[config.mk]
export PLATFORM = sky130hd
export DESIGN_NAME = soe_ctrl
export DESIGN_NICKNAME = d
export VERILOG_FILES = /design/src/soe_pkg.sv /design/src/soe_ctrl.sv
export SDC_FILE = /design/constraint.sdc
export NUM_CORES = 1
export LEC_CHECK = 0
export ABC_CLOCK_PERIOD_IN_PS = 5400
export BUFFER_PORTS_ARGS = -buffer_cell sky130_fd_sc_hd__buf_2
export CAP_MARGIN = 20
export CORE_MARGIN = 4
export CORE_UTILIZATION = 45
export CTS_CLUSTER_DIAMETER = 40
export DETAILED_ROUTE_END_ITERATION = 10
export PLACE_DENSITY = 0.76
export SYNTH_ARGS = -nofsm -noshare
export SYNTH_HDL_FRONTEND = slang
export SYNTH_SLANG_ARGS = --single-unit
[constraint.sdc]
create_clock -name mclk_i -period 5.4 [get_ports mclk_i]
set_input_delay 1.08 -clock mclk_i [delete_from_list [all_inputs] [get_ports mclk_i]]
set_output_delay 1.08 -clock mclk_i [all_outputs]
set_load 0.02 [all_outputs]
[src/soe_pkg.sv]
package soe_pkg;
    // ------------------------------------------------------------
    // Register indices and byte addresses
    // ------------------------------------------------------------
    localparam int unsigned ADDR_W   = 22;
    localparam int unsigned IDX_LVL0 = 32'h000f_0128;
    localparam int unsigned IDX_EN0  = 32'h000f_012a;
    localparam int unsigned IDX_INV0 = 32'h000f_0134;
    localparam int unsigned IDX_LVL1 = 32'h000f_0168;
    localparam int unsigned IDX_EN1  = 32'h000f_016a;
    localparam int unsigned IDX_PIN  = 32'h000f_0180;

    localparam logic [ADDR_W-1:0] ADDR_LVL0 = ADDR_W'(IDX_LVL0 * 4);
    localparam logic [ADDR_W-1:0] ADDR_EN0  = ADDR_W'(IDX_EN0 * 4);
    localparam logic [ADDR_W-1:0] ADDR_INV0 = ADDR_W'(IDX_INV0 * 4);
    localparam logic [ADDR_W-1:0] ADDR_LVL1 = ADDR_W'(IDX_LVL1 * 4);
    localparam logic [ADDR_W-1:0] ADDR_EN1  = ADDR_W'(IDX_EN1 * 4);
    localparam logic [ADDR_W-1:0] ADDR_PIN  = ADDR_W'(IDX_PIN * 4);

    // ------------------------------------------------------------
    // Reset values and masks
    // ------------------------------------------------------------
    localparam logic [15:0] LVL0_RST  = 16'h0f0f;
    localparam logic [15:0] LVL0_MASK = 16'h0f0f;
    localparam logic [15:0] INV0_RST  = 16'h0000;
    localparam logic [2:0]  EN0_RST   = 3'h0;
    localparam logic [2:0]  EN1_RST   = 3'h0;
    localparam logic [2:0]  EN1_MASK  = 3'h5;
    localparam logic [2:0]  LVL1_RST  = 3'h7;
    localparam logic [5:0]  PIN_RST   = 6'h00;

    // Pin control field positions
    localparam int unsigned PIN_LATCH_LSB = 0;
    localparam int unsigned PIN_OD_LSB    = 8;
    localparam int unsigned PIN_DIR_LSB   = 16;
endpackage

[src/soe_ctrl.sv]
// Our own choice: the Avalon-MM slave port.
`timescale 1ns/10ps
//
// Behaviour
// - Enable bit routes engine output to pin
// - Enabled channel ignores software level writes
// - Stopped channel drives software-written level bit
// - Reset clears enable registers to zero
// - Byte-lane writes up to 24 bits (pin register), low byte writable alone
// - Unit0 channels 0-2, unit1 channels 0,2
// - Pins are input, high impedance after reset
// - Open-drain output high leaves pin undriven
//
module soe_ctrl (
    // Clock and reset
    input  wire logic        mclk_i,
    input  wire logic        reset_i,
    // Avalon-MM slave
    input  wire logic [21:0] avs_address_i,
    input  wire logic        avs_read_i,
    input  wire logic        avs_write_i,
    input  wire logic [31:0] avs_writedata_i,
    input  wire logic [3:0]  avs_byteenable_i,
    output logic      [31:0] avs_readdata_o,
    output logic             avs_waitrequest_o,
    // Communication engine outputs
    input  wire logic [2:0]  comm_data_u0_i,
    input  wire logic [2:0]  comm_data_u1_i,
    // Serial data pins: u0 ch0-2, then u1 ch0-2
    output logic      [5:0]  sdo_o,
    output logic      [5:0]  sdo_oe_o
);

    // ------------------------------------------------------------
    // State
    // ------------------------------------------------------------
    typedef struct packed {
        logic [15:0] lvl0;
        logic [2:0]  en0;
        logic [15:0] inv0;
        logic [2:0]  lvl1;
        logic [2:0]  en1;
        logic [5:0]  latch;
        logic [5:0]  od;
        logic [5:0]  dir;
        logic        ack;
        logic [31:0] rdata;
        logic [5:0]  sdo;
        logic [5:0]  sdo_oe;
    } soe_state_t;

    soe_state_t st_r;
    soe_state_t st_nxt;

    logic        req;
    logic        wr;
    logic        ser;
    logic        val;
    logic [15:0] lv;
    logic [5:0]  cur_val;

    assign req = avs_read_i | avs_write_i;
    // Write lands only on the edge where waitrequest is seen low
    assign wr  = avs_write_i & st_r.ack;

    // ------------------------------------------------------------
    // Next state
    // ------------------------------------------------------------
    always_comb begin
        st_nxt       = st_r;
        lv           = st_r.lvl0;
        ser          = 1'b0;
        val          = 1'b0;
        st_nxt.ack   = req & ~st_r.ack;

        if (wr && avs_address_i == soe_pkg::ADDR_EN0 && avs_byteenable_i[0]) begin
            st_nxt.en0 = avs_writedata_i[2:0];
        end
        // Unit 1 has no channel 1; its enable bit is forced low
        if (wr && avs_address_i == soe_pkg::ADDR_EN1 && avs_byteenable_i[0]) begin
            st_nxt.en1 = avs_writedata_i[2:0] & soe_pkg::EN1_MASK;
        end
        if (wr && avs_address_i == soe_pkg::ADDR_INV0) begin
            if (avs_byteenable_i[0]) begin
                st_nxt.inv0[7:0] = avs_writedata_i[7:0];
            end
            if (avs_byteenable_i[1]) begin
                st_nxt.inv0[15:8] = avs_writedata_i[15:8];
            end
        end
        if (wr && avs_address_i == soe_pkg::ADDR_LVL0) begin
            if (avs_byteenable_i[0]) begin
                lv[7:0] = avs_writedata_i[7:0];
            end
            if (avs_byteenable_i[1]) begin
                lv[15:8] = avs_writedata_i[15:8];
            end
        end
        // Mask keeps level bits 4-7 and 12-15 reading as zero
        st_nxt.lvl0 = lv & soe_pkg::LVL0_MASK;
        if (wr && avs_address_i == soe_pkg::ADDR_LVL1 && avs_byteenable_i[0]) begin
            st_nxt.lvl1 = avs_writedata_i[2:0];
        end
        // Engine owns the level bit while enabled; software write lost
        for (int i = 0; i < 3; i++) begin
            if (st_r.en0[i]) begin
                st_nxt.lvl0[i] = comm_data_u0_i[i];
            end
            if (st_r.en1[i]) begin
                st_nxt.lvl1[i] = comm_data_u1_i[i];
            end
        end
        if (wr && avs_address_i == soe_pkg::ADDR_PIN) begin
            if (avs_byteenable_i[0]) begin
                st_nxt.latch = avs_writedata_i[soe_pkg::PIN_LATCH_LSB +: 6];
            end
            if (avs_byteenable_i[1]) begin
                st_nxt.od = avs_writedata_i[soe_pkg::PIN_OD_LSB +: 6];
            end
            if (avs_byteenable_i[2]) begin
                st_nxt.dir = avs_writedata_i[soe_pkg::PIN_DIR_LSB +: 6];
            end
        end

        // Read data captured at the first request edge, held to the answer
        if (req && !st_r.ack) begin
            case (avs_address_i)
                soe_pkg::ADDR_LVL0: st_nxt.rdata = {16'h0000, st_r.lvl0};
                soe_pkg::ADDR_EN0:  st_nxt.rdata = {29'h0000_0000, st_r.en0};
                soe_pkg::ADDR_INV0: st_nxt.rdata = {16'h0000, st_r.inv0};
                soe_pkg::ADDR_LVL1: st_nxt.rdata = {29'h0000_0000, st_r.lvl1};
                soe_pkg::ADDR_EN1:  st_nxt.rdata = {29'h0000_0000, st_r.en1};
                soe_pkg::ADDR_PIN:  st_nxt.rdata = {10'h000, st_r.dir, 2'h0, st_r.od,
                                                    2'h0, st_r.latch};
                default:            st_nxt.rdata = 32'h0000_0000;
            endcase
        end

        // Pin drive from the new state so pins follow registers at once
        for (int p = 0; p < 6; p++) begin
            if (p < 3) begin
                ser = st_nxt.lvl0[p] ^ st_nxt.inv0[p];
            end else begin
                ser = st_nxt.lvl1[p-3];
            end
            val = st_nxt.latch[p] & ser;
            if (!st_nxt.dir[p]) begin
                st_nxt.sdo[p]    = 1'b0;
                st_nxt.sdo_oe[p] = 1'b0;
            end else if (st_nxt.od[p]) begin
                // Released when high; the external pull-up sets the level
                st_nxt.sdo[p]    = 1'b0;
                st_nxt.sdo_oe[p] = ~val;
            end else begin
                st_nxt.sdo[p]    = val;
                st_nxt.sdo_oe[p] = 1'b1;
            end
        end
    end

    // ------------------------------------------------------------
    // Registers
    // ------------------------------------------------------------
    always_ff @(posedge mclk_i) begin
        if (reset_i) begin
            st_r        <= '0;
            st_r.lvl0   <= soe_pkg::LVL0_RST;
            st_r.inv0   <= soe_pkg::INV0_RST;
            st_r.en0    <= soe_pkg::EN0_RST;
            st_r.en1    <= soe_pkg::EN1_RST;
            st_r.lvl1   <= soe_pkg::LVL1_RST;
            st_r.latch  <= soe_pkg::PIN_RST;
            st_r.od     <= soe_pkg::PIN_RST;
            st_r.dir    <= soe_pkg::PIN_RST;
        end else begin
            st_r <= st_nxt;
        end
    end

    assign avs_readdata_o    = st_r.rdata;
    assign avs_waitrequest_o = ~st_r.ack;
    assign sdo_o             = st_r.sdo;
    assign sdo_oe_o          = st_r.sdo_oe;

    // ------------------------------------------------------------
    // Checks
    // ------------------------------------------------------------
    always_comb begin
        for (int p = 0; p < 6; p++) begin
            if (p < 3) begin
                cur_val[p] = st_r.latch[p] & (st_r.lvl0[p] ^ st_r.inv0[p]);
            end else begin
                cur_val[p] = st_r.latch[p] & st_r.lvl1[p-3];
            end
        end
    end

    AST_EN_ROUTE: assert property (
        @(posedge mclk_i) disable iff (reset_i)
        st_r.en0[1] |=> st_r.lvl0[1] == $past(comm_data_u0_i[1]))
        else $error("enabled channel level not following engine");

    AST_WR_IGNORED: assert property (
        @(posedge mclk_i) disable iff (reset_i)
        (wr && avs_address_i == soe_pkg::ADDR_LVL0 && st_r.en0[0])
        |=> st_r.lvl0[0] == $past(comm_data_u0_i[0]))
        else $error("software write changed an enabled level bit");

    AST_SW_LEVEL: assert property (
        @(posedge mclk_i) disable iff (reset_i)
        (wr && avs_address_i == soe_pkg::ADDR_LVL0 && avs_byteenable_i[0] && !st_r.en0[2])
        |=> st_r.lvl0[2] == $past(avs_writedata_i[2]))
        else $error("stopped channel level bit not written");

    // Reset checks follow reset_i itself, so they carry no disable
    AST_RESET_CLEAR: assert property (
        @(posedge mclk_i)
        reset_i |=> (st_r.en0 == 3'h0 && st_r.en1 == 3'h0))
        else $error("enable registers not cleared by reset");

    AST_BYTE_LANE: assert property (
        @(posedge mclk_i) disable iff (reset_i)
        (wr && avs_address_i == soe_pkg::ADDR_EN0 && !avs_byteenable_i[0])
        |=> $stable(st_r.en0))
        else $error("enable changed without low byte lane");

    AST_U1_NOCH1: assert property (
        @(posedge mclk_i) disable iff (reset_i)
        !st_r.en1[1])
        else $error("unit1 channel 1 enable present");

    // Read data is judged only at the answer edge; it stands stale otherwise
    AST_U1_READ: assert property (
        @(posedge mclk_i) disable iff (reset_i)
        (avs_read_i && !avs_waitrequest_o && avs_address_i == soe_pkg::ADDR_EN1)
        |-> (avs_readdata_o[31:3] == 29'h0000_0000 && !avs_readdata_o[1]))
        else $error("unit1 enable read shows unused bits");

    AST_EN0_RESV: assert property (
        @(posedge mclk_i) disable iff (reset_i)
        (avs_read_i && !avs_waitrequest_o && avs_address_i == soe_pkg::ADDR_EN0)
        |-> avs_readdata_o[31:3] == 29'h0000_0000)
        else $error("unit0 enable read shows unused bits");

    AST_EN1_LANE: assert property (
        @(posedge mclk_i) disable iff (reset_i)
        (wr && avs_address_i == soe_pkg::ADDR_EN1 && !avs_byteenable_i[0])
        |=> $stable(st_r.en1))
        else $error("unit1 enable changed without low byte lane");

    AST_HIZ_RESET: assert property (
        @(posedge mclk_i)
        reset_i |=> sdo_oe_o == 6'h00)
        else $error("pin driven after reset");

    AST_OD_RELEASE: assert property (
        @(posedge mclk_i) disable iff (reset_i)
        (st_r.od[0] && st_r.dir[0] && cur_val[0]) |-> !sdo_oe_o[0])
        else $error("open-drain pin driven while high");

    AST_ANSWER: assert property (
        @(posedge mclk_i) disable iff (reset_i)
        (req && avs_waitrequest_o) |=> !avs_waitrequest_o)
        else $error("request not answered in one cycle");

    AST_WR_ACK: assert property (
        @(posedge mclk_i) disable iff (reset_i)
        (req && !avs_waitrequest_o) |=> avs_waitrequest_o)
        else $error("waitrequest low for more than one cycle");

    AST_STOP_HOLD: assert property (
        @(posedge mclk_i) disable iff (reset_i)
        (!st_r.en0[0] && !(wr && avs_address_i == soe_pkg::ADDR_LVL0))
        |=> $stable(st_r.lvl0[0]))
        else $error("stopped channel level moved without a write");

    AST_U1_ROUTE: assert property (
        @(posedge mclk_i) disable iff (reset_i)
        st_r.en1[2] |=> st_r.lvl1[2] == $past(comm_data_u1_i[2]))
        else $error("unit1 enabled channel level not following engine");

    AST_U1_STOP_HOLD: assert property (
        @(posedge mclk_i) disable iff (reset_i)
        (!st_r.en1[0] && !(wr && avs_address_i == soe_pkg::ADDR_LVL1))
        |=> $stable(st_r.lvl1[0]))
        else $error("unit1 stopped channel level moved without a write");

    // Pin drive against the register state
    AST_PP_DRIVE: assert property (
        @(posedge mclk_i) disable iff (reset_i)
        (st_r.dir[3] && !st_r.od[3])
        |-> (sdo_oe_o[3] && sdo_o[3] == cur_val[3]))
        else $error("push-pull pin not driving its level");

    AST_DIR_IN: assert property (
        @(posedge mclk_i) disable iff (reset_i)
        !st_r.dir[5] |-> !sdo_oe_o[5])
        else $error("input-mode pin driven");

    AST_OD_LOW: assert property (
        @(posedge mclk_i) disable iff (reset_i)
        (st_r.od[1] && st_r.dir[1] && !cur_val[1])
        |-> (sdo_oe_o[1] && !sdo_o[1]))
        else $error("open-drain pin not pulling low");

endmodule

==> flow_metrics.tcl, run 1 <==
set metrics [dict create \
    yosys_most_used_dff "dfxtp_1" \
    wl_met3_um 630 \
    place_ws_ns 1.63 \
    highest_layer "met4" \
    post-dp-hpwl_um 7250 \
    min_path_type "flip-flop to flip-flop" \
    synthSimpleGateAreaFrac 0.232 \
    grt_pass1_wl_um 15500 \
    tightest_slew_ns 0.779 \
    whs_ns 0.455 \
    ant_nets 0 \
    numPortBuffers 90 \
    drv_cap 0 \
    diodes 0 \
    synthTopCellsByArea "dfxtp_1 42%, mux2i_1 9.4%, buf_4 8.4%" \
    leakage_nw 1.85 \
    layout_commonest_cell "buf_2" \
    synth-edff-count 0 \
    fmax_ghz 0.298 \
    yosysSeqAreaShare 0.422 \
    synth_top_family_by_area "simple AND/OR/NAND/NOR gates" \
    synth-compound-area-share 0.116 \
    synth_area_sq_um 4030 \
    clk_pin_slew_worst_paths_ns 0.08 \
    cp.arrival_ns 3.61 \
    status "completed" \
    ys_ff_latch 85 \
    wl_met2_um 4600 \
    wl_um 9830 \
    die_y_um 103 \
    pin_count 113 \
    critical_path.max_fanout 12 \
    numCtsBuffers 9 \
    drive_gt1_frac 0.270 \
    yosys_warnings 0 \
    viasPerCell 5.43 \
    drv_slew 0 \
    clockBufferDepth 2 \
    drt_iter0_drc 243 \
    power_mw 1.13 \
    cts_resized 0 \
    end_kind "flip-flop" \
    gp_congestion 0.866 \
    worstSetupPathType "input port to flip-flop" \
    register_area_sq_um 1700 \
    startpoint_type "input port" \
    start_util 0.463 \
    finalSetupTns_ns 0 \
    rsz0062_at_grt "no" \
    wl_met1_um 4420 \
    fillerInstances 839 \
    grt_overflow_total 0 \
    multi_input_area_sq_um 1920 \
    ir_worst_vdd_uv 115 \
    mostFrequentLayoutCells "90 x buf_2, 85 x dfxtp_1, 63 x nor2_1, 38 x mux2i_1, 36 x nand2_1" \
    relSlewSlack 0.476 \
    fp-row-count 34 \
    cts_root_buf "clkbuf_8" \
    synthMuxAreaShare 0.118 \
    final_nets 567 \
    setup_viol_count_final 0 \
    synth_fa_ha_area_frac 0 \
    fin_crit_ns 3.35 \
    worst_ep_required_time_ns 5.65 \
    vias 3326 \
    wl_per_cell_um 16.1 \
    design.core.area_sq_um 8720 \
    grt_util_all_layers 0.191 \
    yosysTopAreaCell "dfxtp_1" \
    final_area_sq_um 4450 \
    cts_tree "done" \
    grt_pass1_vias 3193 \
    htreeDepth 3 \
    die_x_um 103 \
    dieArea_sq_um 10500 \
    synth.avg_cell_area_sq_um 9.02 \
    holdBufCountCts 0 \
    power_density_nw_per_um2 254 \
    hold_viol_final 0 \
    netlist.area_leader.share 0.422 \
    clock-sinks 85 \
    grt_max_degree 36 \
    setup_slack_ns 2.05 \
    r2r_slack_ns 2.69 \
    skew_ns 0.00493 \
    synth_xor_area_frac 0 \
    finalCritPeriodShare 0.621 \
    clock_latency_ns 0.36 \
    dr.pass1.iters 5 \
    remaining_drc_errors 0 \
    async_flop_share 0 \
    cts_setup_buffers 0 \
    placed_cell_area_sq_um 4270 \
    synthDistinctLibCells 51 \
    area_growth_pct 10.4 \
    synthCells 447 \
    antenna_found_initial 0 \
]
-- where the power goes --
group	leakage (nW)	internal, mW	switching (mW)
clock network	0.0844	0.171	0.239
logic	1.08	0.0309	0.0562
registers	0.686	0.630	0.00293
-- worst paths after layout --
check / from / to / cells after the start
worst max-delay path: avs_address_i[11] / sdo_oe_o[2] / 8
worst min-delay path: avs_readdata_o[18] / avs_readdata_o[18] / 2
worst max register to register: st_r[44] / sdo_oe_o[2] / 7
worst min register to register: avs_readdata_o[18] / avs_readdata_o[18] / 2
-- cell type report --
cell class | count | area share
Timing Repair Buffer | 96 | 0.112
Sequential cell | 85 | 0.382
Multi-Input combinational cell | 300 | 0.430
Tap cell | 108 | 0.0303
Clock buffer | 10 | 0.0287
Clock inverter | 6 | 0.0110
Inverter | 7 | 0.00590
-- cell usage after synthesis (all sizes together), types with 3 or more instances --
cell	instances
clkbuf	17
a21oi	22
a222oi	3
nor4bb	3
or3	5
dfxtp	85
a221oi	8
mux2i	38
buf	47
o31a	6
nor2	65
o21ai	14
inv	7
nand3	21
nor2b	4
nand2b	7
nor4	8
mux2	8
nand2	36
nand4b	3
a211o	3
nor3	7
nand3b	3
and3	5
nand4	3
-- kinds of logic (layout without fill, tap and decap cells) --
logic type,after synthesis,count (layout)
other,1,10
buffers and inverters,71,119
muxes,46,46
and+or+nand+nor,174,174
AOI/OAI and AO/OA,70,70
DFF,85,85
-- registers in the layout, summed over array words and instances (netlist names) --
register	flops
sdo_oe_o	6
sdo_o	6
st_r	51
avs_readdata_o	22
-- per-stage QoR --
stage	std cells	util
after floorplan	456	-
after global placement	595	0.489
after detailed placement	595	0.489
after CTS	611	0.509
after global routing	612	0.511
final	612	0.511
-- per-layer routing --
layer	global-route usage	vias up
li1	-	1620
met1	0.255	1570
met2	0.301	120
met3	0.0399	16
met4	0.0757	0
met5	0	-
-- worst max-delay path, cell delays in order --
cell	delay, ns
buf_2	0.10
nor4b_2	0.34
nand2_1	0.25
or3_4	0.46
nor2b_2	0.58
o22ai_1	0.21
mux2_4	0.32
o31a_1	0.27
Power figures use the tool's default switching activity.
==> run 2, diff against run 1 <==
ABC_CLOCK_PERIOD_IN_PS = 3100   (was 5400)
clock period = 3.1 ns   (was 5.4 ns; I/O delays follow)
==> run 2 against run 1 <==
Sequential cell count stayed put. Clock skew is 0.0045 ns higher. Sequential power is 74% higher. Utilization is 1.5 points higher. Global-route usage is 0.95 points higher. Sequential share of layout area is 1.1 points lower. Worst hold slack better by 0.0036 ns. Register-to-register slack worse by 2.1 ns. Final cell count is 2.1% higher. Critical endpoint is now sdo_o[2]. Largest power group unchanged.
==> flow_metrics.tcl, run 2 (synthesis gave the netlist of run 1 again) <==
set metrics [dict create \
    grt_pass1_vias 3437 \
    wl_um 10300 \
    grt_pass1_wl_um 16500 \
    hold_end "avs_readdata_o[9]" \
    ant_nets 0 \
    hold_path_depth 2 \
    holdBufCountCts 0 \
    clk_pin_slew_worst_paths_ns 0.09 \
    diodes 0 \
    clock_latency_ns 0.35 \
    setup_viol_count_final 0 \
    leakage_nw 1.94 \
    grt_util_all_layers 0.200 \
    cp.arrival_ns 2.81 \
    hp-start "avs_readdata_o[9]" \
    vias 3363 \
    design.core.area_sq_um 8720 \
    critical_path.max_fanout 11 \
    placed_cells 609 \
    dieArea_sq_um 10500 \
    dr.pass1.iters 5 \
    fmax_ghz 0.390 \
    cts_root_buf "clkbuf_8" \
    ir_worst_vdd_uv 335 \
    power_density_nw_per_um2 458 \
    stdcell_count 625 \
    worst_ep_required_time_ns 3.35 \
    drive_gt1_frac 0.288 \
    end_kind "flip-flop" \
    top_register "st_r" \
    tightest_slew_ns 0.702 \
    startpoint_type "input port" \
    r2r_start "st_r[44]" \
    die_y_um 103 \
    remaining_drc_errors 0 \
    numCtsBuffers 9 \
    area_growth_pct 13.7 \
    relSlewSlack 0.528 \
    rsz0062_at_grt "no" \
    start_util 0.463 \
    cts_resized 0 \
    fp-row-count 34 \
    die_x_um 103 \
    viasPerCell 5.38 \
    final_nets 580 \
    worst-r2r-cell-count 7 \
    clock-sinks 85 \
    grt_overflow_total 0 \
    grt_max_degree 31 \
    min_path_type "flip-flop to flip-flop" \
    antenna_found_initial 0 \
    use_met1 0.250 \
    post-dp-hpwl_um 7720 \
    cts_setup_buffers 0 \
    largest_reg_flops 51 \
    mostFrequentLayoutCells "90 x buf_2, 85 x dfxtp_1, 63 x nor2_1, 38 x mux2i_1, 36 x nand2_1" \
    fin_crit_ns 2.57 \
    skew_ns 0.00943 \
    grt_busiest_layer "met2" \
    wl_per_cell_um 16.4 \
    worstSetupPathType "input port to flip-flop" \
    grtUsageMet2 0.334 \
    clockBufferDepth 2 \
    cts_tree "done" \
    hold_viol_final 0 \
    drt_iter0_drc 220 \
    finalSetupTns_ns 0 \
    gp_congestion 0.896 \
    htreeDepth 3 \
    finalCritPeriodShare 0.828 \
    numPortBuffers 90 \
    status "completed" \
    r2r_slack_ns 0.60 \
    grt_use_met3 0.0643 \
    drv_cap 0 \
    layout_commonest_cell "buf_2" \
    reg2reg_to "sdo_o[2]" \
    pin_count 113 \
    drv_slew 0 \
]
run 2: cell count changes in the layout (fill, tap and decap cells not counted):
cell / before / now
bufinv_16: 0 / 2
clkinvlp_4: 2 / 0
clkinv_2: 1 / 2
buf_6: 1 / 0
buf_4: 5 / 19
inv_8: 1 / 0
run 2: how the worst max path moves through the flow:
stage                            startpoint          end  depth (start not counted)
after detailed placement   avs_address_i[8]     sdo_o[2]                          7
after CTS                  avs_address_i[8]     sdo_o[2]                          7
after global placement     avs_address_i[1]     sdo_o[0]                          9
after floorplan            avs_address_i[3]  sdo_oe_o[2]                          8
final                      avs_address_i[8]     sdo_o[2]                          7
after global routing      avs_address_i[11]     sdo_o[2]                          8
run 2: final cells by class:
class	instances	area, sq um
Clock buffer	10	128
Clock inverter	6	87.6
Fill cell	809	4130
Inverter	7	26.3
Multi-Input combinational cell	300	1920
Sequential cell	85	1700
Tap cell	108	135
Timing Repair Buffer	109	593
run 2: worst max-delay path, stage by stage:
cell      delay, ns
buf_2          0.18
nor2_1         0.20
nand4b_1       0.21
or3_4          0.48
nor2_2         0.40
mux2i_1        0.43
nor4bb_1       0.28
run 2: power breakdown:
part / switching [mW] / leakage [nW] / internal (mW)
registers: 0.00467 / 0.686 / 1.10
clock network: 0.391 / 0.110 / 0.454
logic: 0.0995 / 1.14 / 0.0550
total: 0.496 / 1.94 / 1.61
run 2: metrics by stage:
stage | instance area [sq um] | setup slack, ns | power, mW | hold slack, ns | util
3_5_place_dp | 4370 | 0.180 | 1.28 | 0.440 | 0.501
6_report | 4590 | 0.533 | 2.10 | 0.459 | 0.526
2_1_floorplan | 4070 | 0.425 | 1.22 | 0.426 | -
3_3_place_gp | 4370 | 0.300 | 1.28 | 0.434 | 0.501
5_1_grt | 4590 | 0.391 | 2.18 | 0.476 | 0.526
4_1_cts | 4590 | 0.566 | 2.12 | 0.461 | 0.526
run 2: metal layers:
layer  share of wire  up-vias
li1                -     1650
met1            0.42     1593
met2            0.49      112
met3           0.080        8
met4          0.0084        0
met5               0        -
